**src/inc/cbu_map.svh**
```systemverilog
// Purpose: Constants of the conditional branch unit
// Assumes: Included by bare name
// Notes: Definitions only
`ifndef CBU_MAP_SVH
`define CBU_MAP_SVH

`define CBU_PC_STEP 16'h0002
`define CBU_OFF_STEP 16'h0001
`define CBU_DUMMY_ADDR 16'hffff
`define CBU_FAMILY 4'h2
`define CBU_OPC_ALWAYS 8'h20
`define CBU_OPC_NEVER 8'h21
`define CBU_OPC_ULE 8'h23
`define CBU_OPC_SLT 8'h2d
`define CBU_FLAGS_RST 4'h0

`endif

```
**src/inc/cbu_pkg.sv**
```systemverilog
// Purpose: Types of the conditional branch unit
// Assumes: Nothing
// Notes: Constants live in cbu_map.svh
package cbu_pkg;

   typedef struct packed {
      logic n;
      logic z;
      logic v;
      logic c;
   } cbu_flags_t;

   typedef enum logic [3:0] {
      CBU_OP_CMP, CBU_OP_SUB, CBU_OP_INC, CBU_OP_DEC, CBU_OP_LOAD,
      CBU_OP_STORE, CBU_OP_TEST, CBU_OP_CLEAR, CBU_OP_COM
   } cbu_alu_op_t;

   typedef enum logic [1:0] {
      CBU_IDLE, CBU_FETCH_OP, CBU_FETCH_OFF, CBU_DUMMY
   } cbu_state_t;

   typedef struct packed {
      logic [15:0] addr;
      logic read;
      logic cycle;
   } cbu_bus_t;

   typedef struct packed {
      cbu_state_t state;
      cbu_bus_t bus;
      logic [15:0] opAddr;
      logic [7:0] opcode;
      logic [7:0] offset;
      logic taken;
      logic busy;
      logic [15:0] pcOut;
      logic pcLoad;
      cbu_flags_t flags;
   } cbu_regs_t;

endpackage : cbu_pkg

```
**src/cbu_flag_unit.sv**
```systemverilog
// Purpose: Next condition flags for compare, subtract and simple ops
// Assumes: Operands are 8-bit accumulator and memory values
// Notes: Purely combinational; the caller owns the flag register
`timescale 1ns/100ps
`default_nettype none

module cbu_flag_unit (
   input wire cbu_pkg::cbu_alu_op_t op,
   input wire logic [7:0] accum,
   input wire logic [7:0] operand,
   input wire cbu_pkg::cbu_flags_t flagsIn,
   output cbu_pkg::cbu_flags_t flagsOut
);

   logic [8:0] diff;
   logic [7:0] res;

   // Flag update per operation
   always_comb
   begin
      diff = {1'b0, accum} - {1'b0, operand};
      res = accum;
      flagsOut = flagsIn;
      unique case (op)
         cbu_pkg::CBU_OP_CMP, cbu_pkg::CBU_OP_SUB:
         begin
            res = diff[7:0];
            flagsOut.c = diff[8]; // Borrow means unsigned lower
            flagsOut.v = (accum[7] & ~operand[7] & ~res[7]) |
                         (~accum[7] & operand[7] & res[7]);
         end
         cbu_pkg::CBU_OP_INC:
         begin
            res = accum + 8'h01;
            flagsOut.v = (accum == 8'h7f);
         end
         cbu_pkg::CBU_OP_DEC:
         begin
            res = accum - 8'h01;
            flagsOut.v = (accum == 8'h80);
         end
         cbu_pkg::CBU_OP_CLEAR:
         begin
            res = 8'h00;
            flagsOut.v = 1'b0;
         end
         cbu_pkg::CBU_OP_COM:
         begin
            res = ~accum;
            flagsOut.v = 1'b0;
         end
         // Load, store and test pass the value through
         cbu_pkg::CBU_OP_LOAD, cbu_pkg::CBU_OP_STORE, cbu_pkg::CBU_OP_TEST:
         begin
            res = accum;
            flagsOut.v = 1'b0;
         end
      endcase
      flagsOut.n = res[7];
      flagsOut.z = (res == 8'h00);
   end

endmodule : cbu_flag_unit
`default_nettype wire

```
**src/cbu_branch_unit.sv**
```systemverilog
// Purpose: Relative conditional branch sequencer and flag register
// Assumes: Read data is valid in the cycle its address is shown
// Notes: Overview below; flags change only while idle
//
// Overview of operation
// - Taken: PC = opcode address+2+offset
// - Opcode 23 taken when C or Z
// - After compare: unsigned less-or-equal branches
// - Opcode 2D taken when N xor V
// - After compare: signed less-than branches
// - Branches never change the flags
// - Three reads: opcode, offset, dummy FFFF
// - Simple ops leave carry unchanged
// - Compares and subtracts set all flags
`timescale 1ns/100ps
`default_nettype none
`include "cbu_map.svh"

module cbu_branch_unit (
   input wire logic mclk,
   input wire logic nrst,
   input wire logic branchGo,
   input wire logic [15:0] branchPc,
   input wire logic [7:0] busData,
   input wire logic aluGo,
   input wire cbu_pkg::cbu_alu_op_t aluOp,
   input wire logic [7:0] aluAccum,
   input wire logic [7:0] aluOperand,
   output logic [15:0] busAddr,
   output logic busRead,
   output logic busCycle,
   output logic [15:0] pcOut,
   output logic pcLoad,
   output logic branchTaken,
   output logic busy,
   output cbu_pkg::cbu_flags_t flags
);

   cbu_pkg::cbu_regs_t r;
   cbu_pkg::cbu_regs_t next_r;
   cbu_pkg::cbu_flags_t aluFlags;
   logic [15:0] offsetExt;

   // Flag arithmetic shared with the rest of the core
   cbu_flag_unit u_flags (
      .op(aluOp),
      .accum(aluAccum),
      .operand(aluOperand),
      .flagsIn(r.flags),
      .flagsOut(aluFlags)
   );

   // Condition of any opcode in the family
   function automatic logic condHolds(input logic [7:0] opc, input cbu_pkg::cbu_flags_t f);
      logic base;
      base = 1'b0;
      unique case (opc[3:1])
         3'h0: base = 1'b1;
         3'h1: base = ~(f.c | f.z);
         3'h2: base = ~f.c;
         3'h3: base = ~f.z;
         3'h4: base = ~f.v;
         3'h5: base = ~f.n;
         3'h6: base = ~(f.n ^ f.v);
         3'h7: base = ~(f.z | (f.n ^ f.v));
      endcase
      return (opc[7:4] == `CBU_FAMILY) & (base ^ opc[0]);
   endfunction : condHolds

   assign offsetExt = {{8{r.offset[7]}}, r.offset};

   // Sequencer next state
   always_comb
   begin
      next_r = r;
      next_r.pcLoad = 1'b0;
      unique case (r.state)
         cbu_pkg::CBU_IDLE:
         begin
            if (branchGo)
            begin
               next_r.opAddr = branchPc;
               next_r.bus.addr = branchPc;
               next_r.bus.read = 1'b1;
               next_r.bus.cycle = 1'b1;
               next_r.busy = 1'b1;
               next_r.state = cbu_pkg::CBU_FETCH_OP;
            end
            else if (aluGo)
            begin
               next_r.flags = aluFlags;
            end
         end
         cbu_pkg::CBU_FETCH_OP:
         begin
            next_r.opcode = busData;
            next_r.bus.addr = r.opAddr + `CBU_OFF_STEP;
            next_r.state = cbu_pkg::CBU_FETCH_OFF;
         end
         cbu_pkg::CBU_FETCH_OFF:
         begin
            next_r.offset = busData;
            next_r.taken = condHolds(r.opcode, r.flags);
            next_r.bus.addr = `CBU_DUMMY_ADDR;
            next_r.state = cbu_pkg::CBU_DUMMY;
         end
         cbu_pkg::CBU_DUMMY:
         begin
            next_r.pcOut = r.taken ? r.opAddr + `CBU_PC_STEP + offsetExt
                                   : r.opAddr + `CBU_PC_STEP;
            next_r.pcLoad = 1'b1;
            next_r.bus.cycle = 1'b0;
            next_r.bus.read = 1'b0;
            next_r.busy = 1'b0;
            next_r.state = cbu_pkg::CBU_IDLE;
         end
      endcase
   end

   // State register; flags untouched while busy
   always_ff @(posedge mclk)
   begin
      if (!nrst)
      begin
         r <= '0;
         r.state <= cbu_pkg::CBU_IDLE;
         r.flags <= `CBU_FLAGS_RST;
      end
      else
      begin
         r <= next_r;
      end
   end

   assign busAddr = r.bus.addr;
   assign busRead = r.bus.read;
   assign busCycle = r.bus.cycle;
   assign pcOut = r.pcOut;
   assign pcLoad = r.pcLoad;
   assign branchTaken = r.taken;
   assign busy = r.busy;
   assign flags = r.flags;

   // Checker helpers: operands of the last flag-setting op
   logic cmpValid;
   logic [7:0] cmpA;
   logic [7:0] cmpB;
   always_ff @(posedge mclk)
   begin
      if (!nrst)
      begin
         cmpValid <= 1'b0;
         cmpA <= 8'h00;
         cmpB <= 8'h00;
      end
      else if (aluGo && !branchGo && r.state == cbu_pkg::CBU_IDLE)
      begin
         cmpValid <= (aluOp == cbu_pkg::CBU_OP_CMP) || (aluOp == cbu_pkg::CBU_OP_SUB);
         cmpA <= aluAccum;
         cmpB <= aluOperand;
      end
   end
endmodule : cbu_branch_unit
`default_nettype wire

```
**config.mk**
```make
export PLATFORM = sky130hd
export DESIGN_NAME = cbu_branch_unit
export DESIGN_NICKNAME = d
export VERILOG_FILES = /design/src/inc/cbu_pkg.sv /design/src/cbu_flag_unit.sv /design/src/cbu_branch_unit.sv
export VERILOG_INCLUDE_DIRS = /design/src /design/src/inc
export SDC_FILE = /design/constraint.sdc
export NUM_CORES = 1
export LEC_CHECK = 0
export ABC_CLOCK_PERIOD_IN_PS = 2600
export BUFFER_PORTS_ARGS = -buffer_cell sky130_fd_sc_hd__buf_2
export CAP_MARGIN = 25
export CORE_ASPECT_RATIO = 0.8
export CORE_MARGIN = 5
export CORE_UTILIZATION = 46
export CTS_CLUSTER_DIAMETER = 100
export DETAILED_ROUTE_END_ITERATION = 12
export HOLD_SLACK_MARGIN = 0.02
export PLACE_DENSITY = 0.75
export REMOVE_ABC_BUFFERS = 1
export SYNTH_ARGS = -nofsm -noshare
export SYNTH_HDL_FRONTEND = slang
export SYNTH_SLANG_ARGS = --single-unit
```
**constraint.sdc**
```tcl
create_clock -name mclk -period 2.6 [get_ports mclk]
set_clock_uncertainty 0.1 [all_clocks]
set_input_delay 0.52 -clock mclk [delete_from_list [all_inputs] [get_ports mclk]]
set_output_delay 0.52 -clock mclk [all_outputs]
set_load 0.01 [all_outputs]
```
==> results by group <==
Clock network
  – Longest Clk Path Bufs: 2
  – CTS tree: yes
  – Clock latency on the worst-skew pair: approximately 0.35 ns
  – # clock sinks: 74
  – H-tree Lvls: 3
  – CTS clk-pin slew, worst paths: 0.06 ns
  – CTS Root Cell: clkbuf_16
  – CTS buffer count: 9

Cells and area
  – Fin area: 7120 um^2
  – Fin cells: 971
  – Share of cells above drive strength 1: 0.309
  – Number of inserted diodes: 0
  – Area Overhead vs Synth: 27.9%
  – Fin util: 0.592
  – Register Area: 1490 um^2
  – Area of the multi-input gates: 3850 um^2
  – # nets final: 895
  – Filler cells: 1021

Timing
  – Unrepaired setup endpoints after global routing: yes
  – Hold Slack: between 0.3 and 0.4 ns
  – Slew @ Worst Pin: 0.629 ns
  – Final Critical Period: 2.96 ns
  – Hold Fails Final Rpt: 0
  – Slew headroom: 0.581
  – Fmax: ~340 MHz
  – Final Cycle Share: 1.14
  – Final slew viol count: 0
  – Setup ws final: -0.363 ns
  – # setup viols final: 8

Floorplan
  – Full die area: 14400 um^2
  – Die height: 108 um
  – Core Area: 12000 um^2
  – # rows: 36
  – Die Width: between 100 and 150 um
  – Initial Utilization: 0.463
  – Ports: 89

Place
  – Placed cell area: 6270 um^2
  – Detailed Place HPWL: between 10 and 15 mm
  – Port Buffers: 88
  – Placed Cells: 936
  – Routability congestion estimate from global placement: 0.876

Route
  – Vias/cell: ~5.5
  – Post-route DRC: 0
  – Via count: 5322
  – Iteration count of the initial detailed-routing pass: 5
  – Post-route ant nets: 0
  – DRT iter0 DRCs: 367
  – Detailed Route WL: 15.3 mm
  – Drt wl/cell: 15.8 um

Global route
  – Number of global-route vias before repair: 4820
  – Initial antenna violation count: 0
  – Largest net degree at the start of global routing: 77
  – Global Route Usage Sum: 0.197
  – First-pass GRT wire length: roughly 23 mm
  – GRT overflow: 0

Yosys
  – Synth top cells by count: 74 x dfxtp_1, 72 x nand2_1, 54 x a21oi_1, 41 x nor2_1, 40 x buf_4
  – Synth Cell Area: ~5600 um^2
  – Warnings from Yosys: 0
  – Post-synth ARST share: 0
  – Post-Syn Instances: 704
  – Top post-synthesis cells by area: dfxtp_1 27%, ha_1 7.0%, buf_4 5.4%
  – Area share of the largest cell type after synthesis: 0.266
  – Distinct cells, synth: 67
  – Post-synth top area cell: dfxtp_1
  – Mean Syn Cell Area: 7.90 um^2
  – Sequential fraction of the synthesis area: 0.266
  – Most common cell in the netlist: dfxtp_1
  – Yosys reg bits: 74
  – Post-synth EDFFs: 0
  – Synth Flop Type: dfxtp_1

Pwr
  – Net Sw Frac: 0.383
  – Total power draw: roughly 5.8 mW
  – Combinational power share: 0.471
  – Pwr dens: 818 nW/um^2
  – Cell Int Power: 3.60 mW
  – Peak VDD IR: 0.420 mV
  – P_sw: about 2.2 mW
  – Sequential share of power: 0.281
  – P_leak: 3.18 nW
  – Clk network pwr share: 0.247

Job
  – Max-Cap Viols: 0

Critical path
  – Startpoint types: flip-flop
  – WP buf/inv: 2
  – CP Cell Sequence: ha_4, and3_4, and3_4, and3_4, xor2_4, ha_4, a21o_1, a221oi_4, buf_4, buf_6, xor2_2, nand2_1, o21ai_1, a21oi_1
  – Critical path fanouts, max: 4
  – Largest stage delay on the critical path: 0.37 ns
  – Crit-path leading delay family: compound AO/OA/AOI/OAI gates
  – Worst path arrival time: 3.09 ns
  – Slowest cell on crit path: dfxtp_4
  – Top cell by count, worst path: and3_4
  – Reg2Reg Setup Slack: -0.36 ns
  – CP Capture Type: flip-flop
  – WP data required: 2.73 ns
  – Crit path kind: reg2reg

Run status
  – Status: finished with violations
  – Violated checks: setup timing

Min path
  – Hold crit path type: in2reg
## cells in the final DEF, fill, tap and decap left out, drive strengths merged, types with 9 or more instances in the layout
cell and instances:
o21ai 36, a21boi 23, buf 180, ha 31, xor2 22, nand3 23, xnor2 26, dfxtp 74
and2 9, nor3 18, inv 20, nor2b 38, nor2 41, a21oi 54, a21o 11, nand2 72
clkbuf 10, mux2i 21
## per-layer routing
layer  part of all wire  routed length [um]  GRT usage  vias up
met4              0.018                 280     0.0482        0
met2               0.46                7060      0.300      155
met1               0.46                7100      0.281     2489
li1                   -                   -          -     2647
met5                  0                   0          0        -
met3              0.058                 894     0.0498       31
## cell families (layout without fill, tap and decap cells)
kind of cell | after synthesis | in the layout | synth area share
buffers and inverters | 100 | 215 | 0.100
AND/OR/NAND/NOR | 252 | 252 | 0.236
multiplexers | 22 | 22 | 0.0405
AO/OA/AOI/OAI | 175 | 175 | 0.204
XOR/XNOR | 48 | 48 | 0.0756
flip-flops | 74 | 74 | 0.266
adder cells (fa/ha/maj) | 33 | 33 | 0.0769
## power by group through the flow
stage / Sequential [mW] / Clock, mW / Combinational, mW
floorplan: 1.74 / 0 / 1.47
global placement: 1.63 / 0 / 2.45
detailed placement: 1.64 / 0 / 2.49
CTS: 1.62 / 1.45 / 2.58
global route: 1.68 / 1.51 / 3.05
finish: 1.64 / 1.44 / 2.74
## worst reg2reg max path, stage by stage (launching register included)
cell and delay, ns:
dfxtp_4 0.37, ha_4 0.14, and3_4 0.19, and3_4 0.19, and3_4 0.21, xor2_4 0.18, ha_4 0.23, a21o_1 0.20
a221oi_4 0.37, buf_4 0.19, buf_6 0.10, xor2_2 0.13, nand2_1 0.07, o21ai_1 0.10, a21oi_1 0.08
## cell type report
class,count,area share
multi-input cells,530,0.541
inverters,19,0.0100
clock buffers,10,0.0322
well taps,152,0.0267
repair buffers,180,0.165
flip-flops and latches,74,0.209
clock inverters,6,0.0158
## repair_timing
| item | in CTS | in global routing |
|---|---|---|
| pin swaps | 22 | 25 |
| setup buffers | 8 | 11 |
| resized for setup | 24 | 42 |
| setup endpoints to repair | 7 | 10 |
| hold buffers | 0 | 0 |
## sequential cells by signal (all words and copies together), names as in the netlist
name	count
flags	4
r	26
offsetExt	8
pcOut	16
pcLoad	1
busRead	1
busy	1
branchTaken	1
busAddr	16
## per-stage QoR
step / setup WS, ns / TNS [ns]
after CTS: -0.175 / -0.856
final: -0.363 / -1.69
after global placement: -0.291 / -1.29
after global routing: -0.488 / -2.77
after detailed placement: -0.311 / -1.54
after floorplan: -0.307 / -1.31
## path summary, 6_finish.rpt
| path | to | startpoint | depth (start not counted) |
|---|---|---|---|
| setup / recovery | pcOut[11] | r[41] | 14 |
| hold / removal | r[54] | branchPc[15] | 3 |
| setup reg to reg | pcOut[11] | r[41] | 14 |
| hold reg to reg | busAddr[8] | busAddr[8] | 2 |
No activity file was read; power rests on OpenSTA's default activity.
